==> src/cipher_rekey_pkg.sv <==
/*
 * Constants, states and message codes for the portable-side cipher
 * re-key and handover sequencer. Assumes a 10 MHz system clock and a
 * frame strobe from the slot timer outside this block.
 */
// Overview of operation
// - derived re-key: stop exchange, then start with the new key on confirm
// - default re-key uses same stop-then-start with default variants and index
// - selecting a default key index also selects its tied algorithm
// - fixed-side default request: start re-key next frame or ignore it
// - obey fixed-side request only when a handover case permits it
// - wait after a default start request resets the retry counter
// - switching not done within one second: release and disconnect
// - hold user and signalling data while a wait-extended switch runs; the code holds user data only (hold_user_data)
// - new bearer takes the current mode, cipher key and init value
// - both handover connections use the same keystream pair per frame
// - second connection starts clear; release first only once encrypted
// - external handover: new leg clear; cipher only after old leg clear
// - request sent from next even frame, five even frames or until confirm
// - grant in next even frame after start confirm; encrypt from grant
// - no confirm after the retries: release and raise disconnect
package cipher_rekey_pkg;
	localparam int unsigned CLK_HZ          = 10_000_000;
	localparam int unsigned SWITCH_LIMIT_MS = 1000;
	localparam int unsigned SWITCH_CYCLES   = CLK_HZ / 1000 * SWITCH_LIMIT_MS;
	localparam logic [2:0]  REQ_TRIES       = 3'h5;
	localparam int unsigned KEY_IDX_W       = 8;
	localparam int unsigned ALG_W           = 4;
	localparam int unsigned FRAME_W         = 4;

	// outgoing message codes
	typedef enum logic [2:0] {
		msg_none      = 3'h0,
		msg_start_req = 3'h1,
		msg_start_grt = 3'h2,
		msg_stop_req  = 3'h3,
		msg_stop_grt  = 3'h4
	} tx_msg_e;

	typedef enum logic [6:0] {
		st_idle      = 7'h01,
		st_stop_req  = 7'h02,
		st_stop_grt  = 7'h04,
		st_start_req = 7'h08,
		st_start_grt = 7'h10,
		st_release   = 7'h20,
		st_armed     = 7'h40
	} seq_state_e;
endpackage

==> src/cipher_rekey_handover_ctrl.sv <==
/*
 * Portable-side encryption switching sequencer: start, stop, re-key to a
 * derived or default key, wait handling, timeout and handover gating.
 * Assumes frame_tick pulses once per frame and rx_* pulses coincide with it.
 */
`timescale 1ns/10ps
module cipher_rekey_handover_ctrl
	import cipher_rekey_pkg::*;
#(
	parameter int unsigned TIMEOUT_CYCLES = SWITCH_CYCLES
) (
	// clock and reset
	input  wire logic                 clk,
	input  wire logic                 rst_n,
	// frame timing
	input  wire logic                 frame_tick,
	// upper layer commands
	input  wire logic                 cmd_start,
	input  wire logic                 cmd_stop,
	input  wire logic                 cmd_rekey,
	input  wire logic                 cmd_use_default,
	input  wire logic [KEY_IDX_W-1:0] cmd_key_idx,
	input  wire logic                 handover_permit,
	input  wire logic                 old_leg_clear,
	// default and derived key algorithm table results
	input  wire logic [ALG_W-1:0]     default_alg,
	input  wire logic [ALG_W-1:0]     derived_alg,
	// received messages from fixed side
	input  wire logic                 rx_start_conf,
	input  wire logic                 rx_stop_conf,
	input  wire logic                 rx_start_reject,
	input  wire logic                 rx_wait,
	input  wire logic                 rx_fixed_default_req,
	input  wire logic [KEY_IDX_W-1:0] rx_key_idx,
	// transmit message
	output logic [2:0]                tx_msg,
	output logic                      tx_msg_default,
	output logic [KEY_IDX_W-1:0]      tx_key_idx,
	// cipher status
	output logic                      tx_encrypt,
	output logic                      rx_decrypt,
	output logic [ALG_W-1:0]          active_alg,
	output logic                      hold_user_data,
	output logic                      first_leg_release_ok,
	output logic                      bearer_cipher_on,
	output logic                      switch_done,
	output logic                      disconnect_indication
);

	typedef struct packed {
		seq_state_e           st;
		logic [FRAME_W-1:0]   frame;
		logic [2:0]           tries;
		logic                 rekey;
		logic                 use_def;
		logic [KEY_IDX_W-1:0] key_idx;
		logic [ALG_W-1:0]     alg;
		logic                 enc;
		logic                 dec;
		logic                 waited;
		logic                 last_def_req;
		logic [23:0]          timer;
		logic [2:0]           msg;
		logic                 msg_def;
		logic                 done;
		logic                 disc;
	} state_s;

	state_s r;
	state_s next_r;

	logic even_tick;
	logic busy;
	logic timed_out;

	// lsb set now means the frame just starting is even
	assign even_tick = frame_tick && r.frame[0];
	assign busy      = (r.st != st_idle) && (r.st != st_release);
	assign timed_out = busy && (r.timer >= 24'(TIMEOUT_CYCLES - 1));

	// sequencing of the stop/start exchanges
	always_comb begin
		next_r      = r;
		next_r.done = 1'b0;
		next_r.disc = 1'b0;
		if (frame_tick) begin
			next_r.frame = r.frame + 1'b1;
			next_r.msg   = 3'(msg_none);
			next_r.last_def_req = 1'b0;
		end
		if (busy)
			next_r.timer = r.timer + 24'h0001;
		unique case (r.st)
			st_idle: begin
				next_r.timer = 24'h0000;
				next_r.tries = 3'h0;
				next_r.waited = 1'b0;
				// new leg stays clear until the old one is clear
				if (cmd_start && !r.enc && old_leg_clear) begin
					next_r.st      = st_armed;
					next_r.use_def = cmd_use_default;
					next_r.key_idx = cmd_key_idx;
					next_r.rekey   = 1'b0;
				end else if ((cmd_stop || cmd_rekey) && r.enc) begin
					next_r.st      = st_stop_req;
					next_r.rekey   = cmd_rekey;
					next_r.use_def = cmd_use_default;
					next_r.key_idx = cmd_key_idx;
				end else if (rx_fixed_default_req && r.enc
					&& handover_permit) begin
					next_r.st      = st_stop_req;
					next_r.rekey   = 1'b1;
					next_r.use_def = 1'b1;
					next_r.key_idx = rx_key_idx;
				end
			end
			st_armed: begin
				// first request goes out in the next even frame
				if (even_tick) begin
					next_r.st    = st_start_req;
					next_r.msg   = 3'(msg_start_req);
					next_r.msg_def = r.use_def;
					next_r.last_def_req = r.use_def;
					next_r.tries = 3'h1;
				end
			end
			st_stop_req: begin
				if (rx_stop_conf) begin
					next_r.dec = 1'b0;
					next_r.st  = st_stop_grt;
				end else if (even_tick) begin
					if (r.tries == REQ_TRIES)
						next_r.st = st_release;
					else begin
						next_r.msg   = 3'(msg_stop_req);
						next_r.tries = r.tries + 3'h1;
					end
				end
			end
			st_stop_grt: begin
				if (even_tick) begin
					next_r.msg   = 3'(msg_stop_grt);
					next_r.enc   = 1'b0;
					// restart gets a full five start requests of its own
					next_r.tries = 3'h0;
					if (r.rekey) begin
						// restart at once with the new key
						next_r.st    = st_start_req;
						next_r.msg_def = r.use_def;
						next_r.last_def_req = r.use_def;
					end else begin
						next_r.st   = st_idle;
						next_r.done = 1'b1;
					end
				end
			end
			st_start_req: begin
				if (rx_wait && r.last_def_req && r.use_def) begin
					next_r.tries  = 3'h0;
					next_r.waited = 1'b1;
				end else if (rx_start_conf) begin
					next_r.dec = 1'b1;
					next_r.alg = r.use_def ? default_alg : derived_alg;
					next_r.st  = st_start_grt;
				end else if (rx_start_reject && r.use_def) begin
					next_r.st   = st_idle;
					next_r.done = 1'b1;
				end else if (even_tick) begin
					if (r.tries == REQ_TRIES)
						next_r.st = st_release;
					else begin
						next_r.msg   = 3'(msg_start_req);
						next_r.msg_def = r.use_def;
						next_r.last_def_req = r.use_def;
						next_r.tries = r.tries + 3'h1;
					end
				end
			end
			st_start_grt: begin
				if (even_tick) begin
					next_r.msg  = 3'(msg_start_grt);
					next_r.enc  = 1'b1;
					next_r.st   = st_idle;
					next_r.done = 1'b1;
				end
			end
			st_release: begin
				next_r.enc  = 1'b0;
				next_r.dec  = 1'b0;
				next_r.disc = 1'b1;
				if (!cmd_start && !cmd_rekey)
					next_r.st = st_idle;
				else
					next_r.disc = 1'b0;
			end
		endcase
		if (timed_out) begin
			next_r.st   = st_release;
			next_r.disc = 1'b0;
		end
	end

	always_ff @(posedge clk) begin
		if (!rst_n) begin
			r       <= '0;
			r.st    <= st_idle;
		end else begin
			r <= next_r;
		end
	end

	// outputs straight from state flops
	assign tx_msg         = r.msg;
	assign tx_msg_default = r.msg_def;
	assign tx_key_idx     = r.key_idx;
	assign tx_encrypt     = r.enc;
	assign rx_decrypt     = r.dec;
	assign active_alg     = r.alg;
	// new bearer copies this leg's mode; key and iv stay shared
	assign bearer_cipher_on = r.enc;
	// keep data back after a wait until the switch lands
	assign hold_user_data = r.waited && busy;
	assign first_leg_release_ok = r.enc && (r.st == st_idle);
	assign switch_done    = r.done;
	assign disconnect_indication = r.disc || (timed_out && 1'b1);
endmodule // cipher_rekey_handover_ctrl

==> config.mk <==
export PLATFORM = sky130hd
export DESIGN_NAME = cipher_rekey_handover_ctrl
export DESIGN_NICKNAME = d
export VERILOG_FILES = /design/src/cipher_rekey_pkg.sv /design/src/cipher_rekey_handover_ctrl.sv
export SDC_FILE = /design/constraint.sdc
export NUM_CORES = 1
export LEC_CHECK = 0
export ABC_AREA = 1
export BUFFER_PORTS_ARGS = -buffer_cell sky130_fd_sc_hd__buf_4
export CAP_MARGIN = 20
export CORE_ASPECT_RATIO = 0.75
export CORE_MARGIN = 2
export CORE_UTILIZATION = 39
export CTS_CLUSTER_DIAMETER = 150
export DETAILED_ROUTE_END_ITERATION = 6
export SLEW_MARGIN = 20
export SYNTH_ARGS = -nofsm -noshare
export SYNTH_HDL_FRONTEND = slang
export SYNTH_SLANG_ARGS = --single-unit
==> constraint.sdc <==
create_clock -name clk -period 1.6 [get_ports clk]
set_input_delay 0.24 -clock clk [delete_from_list [all_inputs] [get_ports clk]]
set_output_delay 0.24 -clock clk [all_outputs]
set_load 0.01 [all_outputs]
[Word level (Yosys, flattened, before mapping)]
Index checks and enable logic that the tools add are counted.
W data, S select, Z words.
Cells by class
  $add $sub $neg: 3
  order comparisons: 1
  equality and inequality tests: 33
  mux-type cells: 68
  bitwise operators: 3
  reduce and logical (&&, ||, !) cells: 37
Operators with widths (number)
  $mux W7: 13
  $pmux W7 S7: 1
  $mux W3: 13
  $mux W10: 3
  $pmux W3 S5: 2
  $ne A2 B2 Y1 const B: 14
  $add A24 B1 Y24 const B: 1
  $ge A24 B24 Y1 const B: 1
  $mux W4: 6
  $ne A3 B3 Y1 const B: 7
  $mux W1: 20
  $reduce_and A6 Y1: 3
  $mux W5: 3
  $pmux W1 S3: 5
  $logic_and A1 B1 Y1: 14
  $reduce_bool A3 Y1: 4
  $reduce_and A9 Y1: 1
  $eq A7 B1 Y1 const B: 1
  $eq A7 B2 Y1 const B: 1
  $eq A7 B3 Y1 const B: 1
  $eq A7 B4 Y1 const B: 1
  $eq A7 B5 Y1 const B: 1
  $eq A7 B6 Y1 const B: 1
  $eq A7 B7 Y1 const B: 1
  other kinds (19): 27
Word-level totals
  flip-flop bits (word level): 62
  input bits: 38
  output and inout bits: 23

[Depth between registers and ports, before layout]
  depth after elaboration: 8
  mapped depth: 11
  gate-level depth less buffers: 11

[Worst setup path after synthesis]
OpenSTA, ideal clock, no wires.
  path type: register to register
  start point: register r[6] in the netlist's numbering
  end point: register r[22] in the netlist's numbering
  data arrival time: 1.379 ns
  setup slack: 0.102 ns
  cell stages (with the launch flop): 11
  cell sequence: dfxtp_1 -> ha_1 -> nand2_1 -> nor2_1 -> inv_1 -> nor3_1 -> nand3_1 -> nand2_1 -> nand2_1 -> nand2_1 -> a21oi_1
Between the ends
  longest elaborated chain between the ends: 1
Ends and longest elaborated chain
  start, declared: RTL line cipher_rekey_handover_ctrl.sv:69  | state_s r;
  start signal, assigned: RTL line cipher_rekey_handover_ctrl.sv:208  | r <= next_r;
  $add A24 B1 Y24: RTL line cipher_rekey_handover_ctrl.sv:92  | next_r.timer = r.timer + 24'h0001;
Every way passes these cells.
A chain may end at the register's enable or synchronous reset.

[Worst setup path in the final report]
  start point: register r[56] in the netlist's numbering
  end point: output port disconnect_indication
Between the ends
  longest elaborated chain between the ends: 4
  elaborated cells between the ends (all ways): 5
  classes of those cells: 2 x eq/ne; 3 x reduce/logical
Ends and longest elaborated chain
  $ne A7 B1 Y1 / $ne A7 B6 Y1 (equally long branches): RTL line cipher_rekey_handover_ctrl.sv:78  | assign busy = (r.st != st_idle) && (r.st != st_release);
  $logic_and A1 B1 Y1 *: RTL line cipher_rekey_handover_ctrl.sv:78
  $logic_and A1 B1 Y1 *: RTL line cipher_rekey_handover_ctrl.sv:79  | assign timed_out = busy && (r.timer >= 24'(TIMEOUT_CYCLES - 1));
  $logic_or A1 B1 Y1 *: RTL line cipher_rekey_handover_ctrl.sv:225  | assign disconnect_indication = r.disc || (timed_out && 1'b1);
  end, declared: RTL line cipher_rekey_handover_ctrl.sv:47  | output logic disconnect_indication
Every way passes the cells marked *; elsewhere a longest branch is shown, timed or not.

==> impl_metrics.ini <==
[run_status]
status = finished, violations left
violations = setup timing

[synth]
syn_inst = 602
synth_area_mm2 = 0.00375
ys_seq_elements = 59
synth_area_per_cell_um2 = 6.23
synth_warnings = 0
seq_area_frac_synth_pct = 31.5
synth_fp_nets = 643
yosysUniqueCellTypes = 41

[grt]
grt_antenna_before_repair = 0
gr-usage-all-layers_pct = 24.6
grt_max_degree = 18
grt_pass1_wl_um = 19500
grt-ovfl-total = 0
grt_pass1_vias = 3882

[sta]
max_clock_freq_ghz = 0.565
period_share_pct = 111
clock_skew_ns = 0.00467
timing.slew.headroom_pct = 79.4
min_period_ns = 1.77
hold_viol_final = 0
drv_slew = 0
setup_violations = 19
worst_slack_ns = -0.171
tightestPinTransition_ns = 0.308
rsz0062_at_grt = true

[detailed_routing]
drc = 0
drt_first_pass_iters = 7
ant_nets = 0
wirelength_um = 13300
wire_per_inst_um = 15.2
drt_iter0_drc = 360
vias = 4491
viasPerCell = 5.15

[finish]
diodes = 0
area_growth_pct = 51.5
final_common_cell = nand2_1
layout.cells.non_filler = 872
drive_above_1_share_pct = 39.7
layout.nets = 780
layout_common_cells = nand2_1 (166), buf_4 (131), inv_1 (52), nor2_1 (48), dfxtp_1 (39)

[critical_path]
crit_chain = buf_6 -> nor2_4 -> nand2_4 -> nor2_4 -> nor2_8 -> nand2_2 -> nand2_2 -> buf_6
r2r_slack_ns = -0.12
crit_type = flop to output port
cp.arrival_ns = 1.53
reg2reg_from = r[61]$_SDFFE_PP0P_
critPathRequiredTime_ns = 1.36
startpoint = r[56]$_SDFFE_PP0P_
critPathLaunchType = flop
crit_path_end_kind = output port
worstPathMaxFanout = 4
r2r_cells = 10
cp.depth = 8
setup.worst_path.end = disconnect_indication
slowest_delay_ns = 0.36
worst_r2r_endpoint = r[50]$_SDFFE_PN0P_
cp_num_buf_inv = 2
worst_path_max_delay_cell = dfxtp_4
cp_top_family = simple AND/OR/NAND/NOR gates

[placed_design]
dpl.cell_count = 826
routabilityCongestion = 0.982
port_buffers = 60
dp_hpwl_um = 9070
dpl_worst_slack_ns = -0.157

[die]
io-pin-count = 61
floorplan.initialDensity_pct = 40.8
core_mm2 = 0.00920
die_y_um = 88.9
die-area_mm2 = 0.0104
rows = 30
dieWidth_um = 117

[cts]
clk_pin_slew_worst_paths_ns = 0.05
h-tree-depth = 3
clock_latency_ns = 0.33
root_buffer = clkbuf_16
cts-buffers-inserted = 9
hold_buffers = 0
cts_tree = built
cts.sinks = 59
clockBufferDepth = 2

[job]
cap_violations = 0

[pwr]
cellPowerDensity_mw_per_mm2 = 832
ir_worst_vdd_v = 0.000500
p_leak_uw = 0.00254
p_total_uw = 4730

[min_path]
hold_depth = 2
hold_path_class = input pin to flop
==> logic make-up after synthesis <==
logic type | count (synthesis) | synth area share, %
simple gates | 352 | 41.2
flops | 59 | 31.5
compound gates | 89 | 13.3
buf+inv | 94 | 11.8
fa+ha+maj | 3 | 1.00
xor+xnor | 5 | 1.17
==> state kept, by name, indices dropped and copies added (netlist names) <==
name	cells
switch_done	1
r	40
tx_key_idx	8
active_alg	4
bearer_cipher_on	1
tx_msg_default	1
rx_decrypt	1
tx_msg	3
==> through the flow <==
| stage | setup TNS [ns] | instance area [um2] | hold slack (ns) | utilization (%) |
|---|---|---|---|---|
| final | -1.42 | 5680 | 0.0922 | 61.7 |
| after global routing | -3.18 | 5680 | 0.0952 | 61.7 |
| after CTS | -1.26 | 5330 | 0.0875 | 57.9 |
| after detailed placement | -0.726 | 4650 | 0.431 | 50.6 |
| after global placement | -0.625 | 4650 | 0.424 | 50.6 |
| after floorplan | 0 | 3750 | 0.318 | - |
==> Yosys cell counts (all sizes together) <==
cell,n,area (um2)
nand2,199,759
o31ai,2,15.0
nor2,78,364
o211ai,1,7.51
clkbuf,1,3.75
o21bai,1,7.51
o21ai,32,160
nand4,12,81.3
o21a,1,7.51
nor4,1,6.26
a21oi,36,180
inv,66,250
a21boi,1,11.3
a31oi,10,62.6
and2,1,6.26
a211oi,1,7.51
o211a,4,40.0
clkinv,3,12.5
nand3b,6,45.0
dfxtp,59,1180
or2,2,12.5
nor3,8,45.0
xnor2,2,17.5
ha,3,37.5
nand3,45,225
xor2,3,26.3
buf,24,175
==> per-layer routing <==
layer  wire length [um]  track usage [%]  vias up  part of all wire [%]
met5                  0                0        -                     0
li1                   -                -     2206                     -
met2               5560             32.8      212                    42
met3               1420             8.34       17                    11
met4                170             6.84        0                   1.3
met1               6130             37.2     2056                    46
==> what timing repair did <==
item                                    in CTS  in global routing
endpoints found under the setup margin      28                 57
buffers inserted                            16                 13
gates cloned                                 3                  0
pin swaps                                   12                 30
gates resized for setup                     66                100
==> power by group <==
part / internal [uW] / total, uW / switching [uW]
sequential: 1530 / 1580 / 54.7
combinational: 462 / 1000 / 540
clock: 1440 / 2140 / 702
total: 3430 / 4730 / 1300
==> worst min-delay path by stage <==
| stage | from | to | slack (ns) |
|---|---|---|---|
| finish | cmd_start | r[0]$_SDFF_PP0_ | 0.09 |
| global route | cmd_start | r[0]$_SDFF_PP0_ | 0.1 |
| CTS | cmd_start | r[0]$_SDFF_PP0_ | 0.09 |
| detailed placement | cmd_start | r[0]$_SDFF_PP0_ | 0.43 |
| global placement | cmd_start | r[0]$_SDFF_PP0_ | 0.42 |
| floorplan | cmd_rekey | r[0]$_SDFF_PP0_ | 0.32 |
==> layout make-up <==
class                      instances  area [um2]
clock inverter                     5        75.1
sequential                        59        1210
timing repair buffer             150        1220
multi-input combinational        449        2480
clock buffer                      11         253
tap                              128         160
timing repair inverter             1        5.00
inverter                          69         272
fill                             842        3520
(Power assumes the default switching activity.)
